--- src/acfg_pkg.sv ---
package acfg_pkg;

   // Register port indices (address pins 3..0 of a 16-bit access)
   localparam logic [3:0]  ADDR_CFG       = 4'h8;
   localparam logic [3:0]  ADDR_LSTAT     = 4'hD;
   localparam int          ADDR_RAM_BIT   = 3;

   // Global control word fields
   localparam int          CFG_RUN        = 0;
   localparam int          CFG_RESET      = 1;
   localparam int          CFG_SHORT_AZ   = 2;
   localparam int          CFG_FULL_CAL   = 3;
   localparam int          CFG_STANDBY    = 4;
   localparam int          CFG_TAG_MASK   = 5;
   localparam int          CFG_AZ_EVERY   = 6;
   localparam int          CFG_TRIG_OUT   = 7;
   localparam int          CFG_PTR_LO     = 8;
   localparam int          CFG_TEST       = 10;
   localparam int          CFG_DIAG       = 11;
   localparam logic [15:0] CFG_RESET_VAL  = 16'h0000;

   // Instruction section selector codes
   localparam logic [1:0]  SEC_FIRST      = 2'h0;
   localparam logic [1:0]  SEC_LIMIT1     = 2'h1;
   localparam logic [1:0]  SEC_LIMIT2     = 2'h2;

   // First section fields used here
   localparam int          INS_TRIG       = 0;
   localparam int          INS_CH_LO      = 2;
   localparam int          INS_WDOG       = 11;

   // Limit section fields
   localparam int          LIM_SIGN       = 8;
   localparam int          LIM_DIR        = 9;

   // Limit status fields
   localparam int          LST_HIT1       = 0;
   localparam int          LST_HIT2       = 1;
   localparam int          LST_INS_LO     = 8;

   // Diagnostic routing codes
   localparam logic [1:0]  ROUTE_NORMAL   = 2'h0;
   localparam logic [1:0]  ROUTE_REF_GND  = 2'h1;
   localparam logic [1:0]  ROUTE_REFP_N   = 2'h2;
   localparam logic [2:0]  CH_DIAG_REF    = 3'h0;
   localparam logic [2:0]  CH_DIAG_REFPN  = 3'h1;

   // Timing
   localparam int          CLK_PERIOD_PS  = 8000;
   localparam int          RESET_CYC      = 2;
   localparam int          SHORT_AZ_CYC   = 76;
   localparam int          FULL_CAL_CYC   = 4944;
   localparam longint      SETTLE_MS      = 10;
   localparam int          SETTLE_CYC     =
      int'((SETTLE_MS * 64'd1_000_000_000) / CLK_PERIOD_PS);
   localparam int          CNT_W          = 21;

   // Pin synchroniser reset levels: sync, rd_b, wr_b, cs_b
   localparam logic [3:0]  PIN_RST        = 4'h7;

   typedef enum logic [3:0] {
      SQ_IDLE, SQ_FETCH, SQ_AZ, SQ_TRIG, SQ_CONV,
      SQ_CMP1, SQ_CMP2, SQ_DONE, SQ_SHORT, SQ_FULL
   } acfg_seq_t;

endpackage : acfg_pkg

--- src/acfg_cmp_if.sv ---
`timescale 1ns/1ps
interface acfg_cmp_if;
   logic [12:0] sample;
   logic [15:0] limit;
   logic        hit;

   modport ctrl (output sample, output limit, input hit);
   modport cmp  (input sample, input limit, output hit);
endinterface : acfg_cmp_if

--- src/acfg_control.sv ---
`timescale 1ns/1ps
module acfg_control
   import acfg_pkg::*;
#(
   parameter int FULL_CAL_CYCLES = FULL_CAL_CYC,
   parameter int SETTLE_CYCLES   = SETTLE_CYC
) (
   input  wire logic        clk_sys,
   input  wire logic        rst_b,
   input  wire logic        bus_cs_b,
   input  wire logic        bus_wr_b,
   input  wire logic        bus_rd_b,
   input  wire logic [3:0]  bus_addr,
   input  wire logic [15:0] bus_data_i,
   output logic      [15:0] bus_data_o,
   output logic             bus_data_oe_b,
   input  wire logic        trig_i,
   output logic             trig_o,
   output logic             trig_oe_b,
   output logic             conv_start,
   input  wire logic        conv_done,
   input  wire logic [12:0] conv_data,
   output logic             fifo_wr,
   output logic      [15:0] fifo_word,
   output logic             fifo_clear,
   output logic             core_clk_en,
   output logic      [1:0]  diag_route,
   output logic             flag_limit,
   output logic             flag_short_az,
   output logic             flag_full_cal,
   output logic             flag_standby_done
);
   acfg_cmp_if cmp_bus ();

   logic [3:0]        pin_s1_q, pin_s2_q, pin_s3_q, pin_f_q;
   logic [3:0]        pins;
   logic              wr_act, rd_act, wr_act_q, trig_q;
   logic              wr_ev, trig_rise, cfg_wr, ram_wr;
   logic [15:0]       ram_q [0:2][0:7];
   logic [15:0]       cfg_q;
   logic [15:0]       lstat_q;
   logic [1:0]        ptr;
   logic [1:0]        rst_cnt_q;
   logic              stby_q;
   logic [CNT_W-1:0]  settle_q;
   logic              settling_q;
   acfg_seq_t         st_q;
   logic [CNT_W-1:0]  cnt_q;
   logic [2:0]        ip_q;
   logic              run_q, stop_pend_q;
   logic [12:0]       smp_q;
   logic              short_end, full_end, in_reset;
   logic [15:0]       ins0, lim1, lim2;

   assign pins = {trig_i, bus_rd_b, bus_wr_b, bus_cs_b};

   // Three-stage pin synchronisers with agreement filter
   for (genvar i = 0; i < 4; i++) begin : g_pin
      always_ff @(posedge clk_sys or negedge rst_b) begin
         if (!rst_b) begin
            pin_s1_q[i] <= PIN_RST[i];
            pin_s2_q[i] <= PIN_RST[i];
            pin_s3_q[i] <= PIN_RST[i];
            pin_f_q[i]  <= PIN_RST[i];
         end else begin
            pin_s1_q[i] <= pins[i];
            pin_s2_q[i] <= pin_s1_q[i];
            pin_s3_q[i] <= pin_s2_q[i];
            if (pin_s2_q[i] == pin_s3_q[i]) begin
               pin_f_q[i] <= pin_s3_q[i];
            end
         end
      end
   end

   assign wr_act    = !pin_f_q[0] && !pin_f_q[1];
   assign rd_act    = !pin_f_q[0] && !pin_f_q[2];
   assign wr_ev     = wr_act && !wr_act_q;
   assign trig_rise = pin_f_q[3] && !trig_q;
   assign cfg_wr    = wr_ev && (bus_addr == ADDR_CFG);
   assign ram_wr    = wr_ev && !bus_addr[ADDR_RAM_BIT];
   assign ptr       = cfg_q[CFG_PTR_LO +: 2];
   assign in_reset  = cfg_q[CFG_RESET];

   // Edge history for strobes and trigger
   always_ff @(posedge clk_sys or negedge rst_b) begin
      if (!rst_b) begin
         wr_act_q <= 1'b0;
         trig_q   <= 1'b0;
      end else begin
         wr_act_q <= wr_act;
         trig_q   <= pin_f_q[3];
      end
   end

   // Instruction RAM, writable in every mode
   // no standby gate on RAM
   always_ff @(posedge clk_sys) begin
      if (ram_wr && ptr != 2'h3) begin
         ram_q[ptr][bus_addr[2:0]] <= bus_data_i;
      end
   end

   assign ins0 = ram_q[SEC_FIRST][ip_q];
   // sections two and three hold limits
   assign lim1 = ram_q[SEC_LIMIT1][ip_q];
   assign lim2 = ram_q[SEC_LIMIT2][ip_q];

   // Read data and bus turnaround
   always_ff @(posedge clk_sys or negedge rst_b) begin
      if (!rst_b) begin
         bus_data_o    <= 16'h0000;
         bus_data_oe_b <= 1'b1;
      end else begin
         bus_data_oe_b <= !rd_act;
         if (!bus_addr[ADDR_RAM_BIT]) begin
            bus_data_o <= (ptr == 2'h3) ? 16'h0000
                          : ram_q[ptr][bus_addr[2:0]];
         end else if (bus_addr == ADDR_CFG) begin
            bus_data_o <= {cfg_q[15:1], run_q};
         end else if (bus_addr == ADDR_LSTAT) begin
            bus_data_o <= lstat_q;
         end else begin
            bus_data_o <= 16'h0000;
         end
      end
   end

   // Control word, self-clearing request bits
   always_ff @(posedge clk_sys or negedge rst_b) begin
      if (!rst_b) begin
         cfg_q     <= CFG_RESET_VAL | (16'h0001 << CFG_RESET);
         rst_cnt_q <= 2'h0;
      end else begin
         if (cfg_wr) begin
            cfg_q[15:5]        <= bus_data_i[15:5];
            cfg_q[CFG_STANDBY] <= bus_data_i[CFG_STANDBY];
         end
         if (cfg_wr && bus_data_i[CFG_SHORT_AZ]) begin
            cfg_q[CFG_SHORT_AZ] <= 1'b1;
         end else if (short_end) begin
            cfg_q[CFG_SHORT_AZ] <= 1'b0;
         end
         if (cfg_wr && bus_data_i[CFG_FULL_CAL]) begin
            cfg_q[CFG_FULL_CAL] <= 1'b1;
         end else if (full_end) begin
            cfg_q[CFG_FULL_CAL] <= 1'b0;
         end
         if ((cfg_wr && bus_data_i[CFG_RESET]) || stby_q) begin
            cfg_q[CFG_RESET] <= 1'b1;
            rst_cnt_q        <= 2'h0;
         end else if (in_reset) begin
            if (rst_cnt_q == 2'(RESET_CYC - 1)) begin
               cfg_q[CFG_RESET] <= 1'b0;
            end
            rst_cnt_q <= rst_cnt_q + 2'h1;
         end
         if (in_reset) begin
            cfg_q[CFG_SHORT_AZ] <= 1'b0;
            cfg_q[CFG_FULL_CAL] <= 1'b0;
         end
      end
   end

   // Standby gating and settle timer
   always_ff @(posedge clk_sys or negedge rst_b) begin
      if (!rst_b) begin
         stby_q      <= 1'b0;
         settling_q  <= 1'b0;
         settle_q    <= '0;
         core_clk_en <= 1'b1;
      end else begin
         stby_q <= cfg_q[CFG_STANDBY];
         // clock off at once in standby
         core_clk_en <= !cfg_q[CFG_STANDBY];
         if (stby_q && !cfg_q[CFG_STANDBY]) begin
            settling_q <= 1'b1;
            settle_q   <= '0;
         end else if (settling_q) begin
            settle_q <= settle_q + 1'b1;
            if (settle_q == CNT_W'(SETTLE_CYCLES - 1)) begin
               settling_q <= 1'b0;
            end
         end
      end
   end

   assign short_end = (st_q == SQ_SHORT) &&
                      (cnt_q == CNT_W'(SHORT_AZ_CYC - 1));
   assign full_end  = (st_q == SQ_FULL) &&
                      (cnt_q == CNT_W'(FULL_CAL_CYCLES - 1));

   // Limit comparator
   assign cmp_bus.sample = smp_q;
   // first limit, then second on same sample
   assign cmp_bus.limit  = (st_q == SQ_CMP2) ? lim2 : lim1;

   acfg_limit_cmp u_cmp (
      .cmp (cmp_bus)
   );

   // Sequencer
   always_ff @(posedge clk_sys or negedge rst_b) begin
      if (!rst_b) begin
         st_q        <= SQ_IDLE;
         cnt_q       <= '0;
         ip_q        <= 3'h0;
         run_q       <= 1'b0;
         stop_pend_q <= 1'b0;
         smp_q       <= 13'h0000;
      end else if (in_reset || stby_q) begin
         st_q        <= SQ_IDLE;
         ip_q        <= 3'h0;
         run_q       <= 1'b0;
         stop_pend_q <= 1'b0;
         cnt_q       <= '0;
      end else begin
         if (cfg_wr) begin
            if (bus_data_i[CFG_RUN]) begin
               run_q       <= 1'b1;
               stop_pend_q <= 1'b0;
            end else if (st_q == SQ_IDLE) begin
               run_q <= 1'b0;
            end else begin
               stop_pend_q <= 1'b1;
            end
         end
         cnt_q <= cnt_q + 1'b1;
         case (st_q)
            SQ_IDLE: begin
               cnt_q <= '0;
               if (cfg_q[CFG_FULL_CAL]) begin
                  st_q <= SQ_FULL;
               end else if (cfg_q[CFG_SHORT_AZ]) begin
                  st_q <= SQ_SHORT;
               end else if (run_q) begin
                  st_q <= SQ_FETCH;
               end
            end
            SQ_FETCH: begin
               cnt_q <= '0;
               st_q  <= cfg_q[CFG_AZ_EVERY] ? SQ_AZ : SQ_TRIG;
            end
            SQ_AZ: begin
               if (cnt_q == CNT_W'(SHORT_AZ_CYC - 1)) begin
                  st_q <= SQ_TRIG;
               end
            end
            SQ_TRIG: begin
               if (cfg_q[CFG_TRIG_OUT] || !ins0[INS_TRIG] || trig_rise) begin
                  st_q <= SQ_CONV;
               end
            end
            SQ_CONV: begin
               if (conv_done) begin
                  smp_q <= conv_data;
                  st_q  <= ins0[INS_WDOG] ? SQ_CMP1 : SQ_DONE;
               end
            end
            SQ_CMP1: st_q <= SQ_CMP2;
            SQ_CMP2: st_q <= SQ_DONE;
            SQ_DONE: begin
               cnt_q <= '0;
               ip_q  <= ip_q + 3'h1;
               if (cfg_q[CFG_SHORT_AZ]) begin
                  st_q <= SQ_SHORT;
               end else if (cfg_q[CFG_FULL_CAL]) begin
                  st_q <= SQ_FULL;
               end else if (stop_pend_q || !run_q) begin
                  st_q        <= SQ_IDLE;
                  run_q       <= 1'b0;
                  stop_pend_q <= 1'b0;
               end else begin
                  st_q <= SQ_FETCH;
               end
            end
            SQ_SHORT, SQ_FULL: begin
               if (short_end || full_end) begin
                  st_q <= (run_q && !stop_pend_q) ? SQ_FETCH : SQ_IDLE;
                  if (stop_pend_q) begin
                     run_q       <= 1'b0;
                     stop_pend_q <= 1'b0;
                  end
               end
            end
            default: st_q <= SQ_IDLE;
         endcase
      end
   end

   // Conversion strobes, result word and trigger pin
   always_ff @(posedge clk_sys or negedge rst_b) begin
      if (!rst_b) begin
         conv_start <= 1'b0;
         fifo_wr    <= 1'b0;
         fifo_word  <= 16'h0000;
         trig_o     <= 1'b0;
         trig_oe_b  <= 1'b1;
         fifo_clear <= 1'b1;
      end else begin
         // FIFO emptied during reset and standby
         fifo_clear <= in_reset || cfg_q[CFG_STANDBY];
         conv_start <= (st_q == SQ_TRIG) && !in_reset && !stby_q &&
                       (cfg_q[CFG_TRIG_OUT] || !ins0[INS_TRIG] || trig_rise);
         fifo_wr    <= (st_q == SQ_CONV) && conv_done && !ins0[INS_WDOG]
                       && !in_reset && !stby_q;
         fifo_word  <= {cfg_q[CFG_TAG_MASK] ? {3{conv_data[12]}} : ip_q,
                        conv_data};
         trig_oe_b  <= !cfg_q[CFG_TRIG_OUT];
         trig_o     <= cfg_q[CFG_TRIG_OUT] && (conv_start ||
                       ((st_q == SQ_CONV && !conv_done) ||
                        st_q == SQ_CMP1));
      end
   end

   // Diagnostic input routing
   always_ff @(posedge clk_sys or negedge rst_b) begin
      if (!rst_b) begin
         diag_route <= ROUTE_NORMAL;
      end else if (cfg_q[CFG_DIAG] && !cfg_q[CFG_TEST]) begin
         case (ins0[INS_CH_LO +: 3])
            CH_DIAG_REF:   diag_route <= ROUTE_REF_GND;
            CH_DIAG_REFPN: diag_route <= ROUTE_REFP_N;
            default:       diag_route <= ROUTE_NORMAL;
         endcase
      end else begin
         diag_route <= ROUTE_NORMAL;
      end
   end

   // Event flags and limit status; a new event beats the clear
   always_ff @(posedge clk_sys or negedge rst_b) begin
      if (!rst_b) begin
         flag_limit        <= 1'b0;
         flag_short_az     <= 1'b0;
         flag_full_cal     <= 1'b0;
         flag_standby_done <= 1'b0;
         lstat_q           <= 16'h0000;
      end else begin
         if (fifo_clear) begin   // In step with the FIFO clear
            flag_limit        <= 1'b0;
            flag_short_az     <= 1'b0;
            flag_full_cal     <= 1'b0;
            flag_standby_done <= 1'b0;
            lstat_q           <= 16'h0000;
         end
         if (short_end) begin
            flag_short_az <= 1'b1;
         end
         if (full_end) begin
            flag_full_cal <= 1'b1;
         end
         if (settling_q && settle_q == CNT_W'(SETTLE_CYCLES - 1)) begin
            flag_standby_done <= 1'b1;
         end
         if ((st_q == SQ_CMP1 || st_q == SQ_CMP2) && cmp_bus.hit &&
             !in_reset && !stby_q) begin
            flag_limit <= 1'b1;
            lstat_q[LST_INS_LO +: 3] <= ip_q;
            if (st_q == SQ_CMP1) begin
               lstat_q[LST_HIT1] <= 1'b1;
            end else begin
               lstat_q[LST_HIT2] <= 1'b1;
            end
         end
      end
   end

endmodule : acfg_control

--- src/acfg_limit_cmp.sv ---
`timescale 1ns/1ps
module acfg_limit_cmp
   import acfg_pkg::*;
(
   acfg_cmp_if.cmp cmp
);
   logic signed [8:0] smp9;
   logic signed [8:0] lim9;

   // Sample cut to 8 bits plus sign, limit word sign in bit 8
   assign smp9 = $signed(cmp.sample[12:4]);
   assign lim9 = $signed(cmp.limit[LIM_SIGN:0]);

   assign cmp.hit = cmp.limit[LIM_DIR] ? (smp9 > lim9) : (smp9 < lim9);
endmodule : acfg_limit_cmp

--- config.mk ---
export PLATFORM = sky130hd
export DESIGN_NAME = acfg_control
export DESIGN_NICKNAME = d
export VERILOG_FILES = /design/src/acfg_pkg.sv /design/src/acfg_cmp_if.sv /design/src/acfg_control.sv /design/src/acfg_limit_cmp.sv
export SDC_FILE = /design/constraint.sdc
export NUM_CORES = 1
export LEC_CHECK = 0
export ABC_CLOCK_PERIOD_IN_PS = 3300
export BUFFER_PORTS_ARGS = -buffer_cell sky130_fd_sc_hd__buf_2
export CAP_MARGIN = 20
export CELL_PAD_IN_SITES_DETAIL_PLACEMENT = 0
export CELL_PAD_IN_SITES_GLOBAL_PLACEMENT = 1
export CORE_MARGIN = 4
export CORE_UTILIZATION = 35
export DETAILED_ROUTE_END_ITERATION = 12
export PLACE_DENSITY = 0.56
export SKIP_LAST_GASP = 1
export SYNTH_ARGS = -nofsm -noshare
export SYNTH_HDL_FRONTEND = slang
export SYNTH_HIERARCHICAL = 1
export SYNTH_SLANG_ARGS = --single-unit
--- constraint.sdc ---
create_clock -name clk_sys -period 3.3 [get_ports clk_sys]
set_input_delay 0.66 -clock clk_sys [delete_from_list [all_inputs] [get_ports clk_sys]]
set_output_delay 0.66 -clock clk_sys [all_outputs]
set_load 0.02 [all_outputs]
==> out/metrics.cfg <==
[critical_path]
rr_worst_depth=13
endpoint_kind=flip-flop
cp_num_buf_inv=2
cp_slowest_cell=dfrtp_4
r2r_setup_slack_ps=-100
cp_top_family=multiplexers
reg2reg_to=lstat_q[10]
critPathMaxFanout=7
arrival_ps=3890
crit_required_ps=3790
regToRegStartpoint=ip_q[0]
cp-start-kind=flip-flop
critical_path_class=flip-flop to flip-flop
cp_num_cells=13
crit_path_cell_trace=buf_12, buf_12, mux4_2, mux4_2, ha_4, nand3b_1, a211oi_2, nor2_2, mux2i_2, nand3_2, a21o_4, nand3_2, o21ai_1
cpPeakStageDelay_ps=550

[job]
drv_cap=0

[global_routing]
grt_max_degree=56
grt.overflow.total=0
antenna_found_initial=5
grt_pass1_vias=16100
grt_pass1_wl_um=114000
grt.total_usage_pct=19.5

[die]
ios=85
die_w_um=285
num_rows=101
die_height_um=285
core_area_um2=76100
start_util_pct=35.4
dieArea_um2=81400

[timing]
fmax_mhz=294
hold-worst-slack_ps=36.9
slew-limit-headroom_pct=35.1
fin_crit_sh_pct=103
worst_pin_slew_ps=972
setup_ws_ps=-101
hold_viol=0
rsz0062_at_grt=yes
setup_viol=6
finClkSkew_ps=27.0
finalCriticalPeriod_ps=3400
slew_violations=0
fin_tns_setup_ps=-510

[run_status]
status=finished with violations
violations=negative setup slack

[clock_tree]
ctsLongestPathBuffers=3
htreeDepth=3
cts_made_buffers=74
path_clk_slew_ps=60
cts_hold_buf=0
cts.sinks=647
cts_tree=yes
root_buffer=clkbuf_16
clk_latency_ps=630

[routing]
dr_total_vias=15600
wl_per_cell_um=26.9
first_pass_iters=6
drtIter0Drc=1421
drc=0
viasPerCell=5.30
antenna_left=0
routed_wl_um=79400

[power]
vdd_drop_max_mv=0.340
combPwrFrac_pct=10.5
sequentialPowerShare_pct=46.2
internal-power_w=0.0155
p_switching_w=0.00475
swShare_pct=23.5
p_leak_nw=11.6
power.share.clock_pct=43.3
power_density_nw_per_um2=618

[final_layout]
multiInputGateArea_um2=8290
final_area_um2=32700
nets=1906
nFillCells=6876
drive_above_1_share_pct=31.0
final_core_util_pct=43.0
seqCellArea_um2=18700
syn_to_final_growth_pct=21.6

[placement]
gp_congestion=0.853
dp_hpwl_um=51600
placedInstanceArea_um2=29800
place_ws_ps=-242
port-buffer-count=84

[hold_path]
min_path_type=primary input to asynchronous set/reset pin

[synthesis]
syn_area_um2=26900
synth_area_per_cell_um2=17.6
synth_warnings=6
synthCells=1529

[power by group through the flow]
stage	Clock, W	Combinational (W)	Sequential [W]
global placement	0	0.00213	0.00950
CTS	0.00899	0.00215	0.00934
global route	0.00933	0.00230	0.00936
finish	0.00876	0.00212	0.00934
detailed placement	0	0.00214	0.00950
floorplan	0	0.00139	0.00944
[cell usage in the layout (no fill, tap or decap), types with 9 or more instances in the layout]
| cell type | n |
|---|---|
| edfxtp_1 | 500 |
| mux4_2 | 173 |
| dfrtp_1 | 126 |
| conb_1 | 116 |
| buf_4 | 114 |
| nand2_1 | 94 |
| buf_2 | 83 |
| clkbuf_16 | 80 |
| nor2_1 | 76 |
| mux2i_1 | 34 |
| a21oi_1 | 33 |
| nor2_2 | 25 |
| nand3_1 | 24 |
| o21ai_0 | 24 |
| xor2_1 | 24 |
| inv_1 | 22 |
| clkbuf_1 | 20 |
| nor3_1 | 19 |
| nand4_1 | 17 |
| dfstp_2 | 17 |
| nor2b_1 | 15 |
| a22o_1 | 15 |
| buf_12 | 15 |
| xnor2_1 | 14 |
| a22oi_1 | 13 |
| mux2_2 | 11 |
| bufinv_16 | 11 |
| nor4_1 | 10 |
| and2_1 | 9 |
[what timing repair did]
action                                  in CTS  in global routing
endpoints found under the setup margin       6                  6
buffers inserted                             3                  5
resized for setup                           12                 30
pin swaps                                    4                  8
gates cloned                                 1                  2
[metrics by stage]
stage / total power [W] / std cells
CTS: 0.0205 / 2939
finish: 0.0202 / 2948
detailed placement: 0.0116 / 2797
floorplan: 0.0108 / 1644
global route: 0.0210 / 2946
global placement: 0.0116 / 2797
[area by class of cell]
cell class | count | share of cell area, %
clock buffers | 106 | 6.53
repair buffers | 220 | 5.17
diodes | 3 | 0.0229
inverters | 27 | 0.310
well taps | 1030 | 3.94
multi-input cells | 883 | 25.3
clock inverters | 32 | 1.45
flip-flops and latches | 647 | 57.2
[sequential cells by signal, indices dropped and copies added, names as in the netlist, 3 cells and up]
signal          flops
fifo_word          16
bus_data_o         16
ram_q             500
cfg_q              15
ip_q                3
pin_s2_q            4
st_q                4
pin_s3_q            4
cnt_q              21
pin_f_q             4
settle_q           21
pin_s1_q            4
cmp_bus.sample      9
lstat_q             5
[how the worst max path moves through the flow]
| stage | start | end |
|---|---|---|
| final | ip_q[0] | lstat_q[10] |
| after global routing | ip_q[0] | lstat_q[10] |
| after CTS | ip_q[0] | lstat_q[8] |
| after detailed placement | ip_q[0] | lstat_q[10] |
| after global placement | ip_q[0] | lstat_q[10] |
| after floorplan | ip_q[0] | lstat_q[10] |
[metal layers]
layer  vias to the layer above  GRT usage, %  part of all wire, %
met1                      8266          26.0                   41
met3                       136          4.34                  6.9
met4                         2          5.85                  3.0
met5                         -             0                0.016
met2                       579          32.3                   49
li1                       6637             -                    -
No activity file was read; power rests on OpenSTA's default activity.
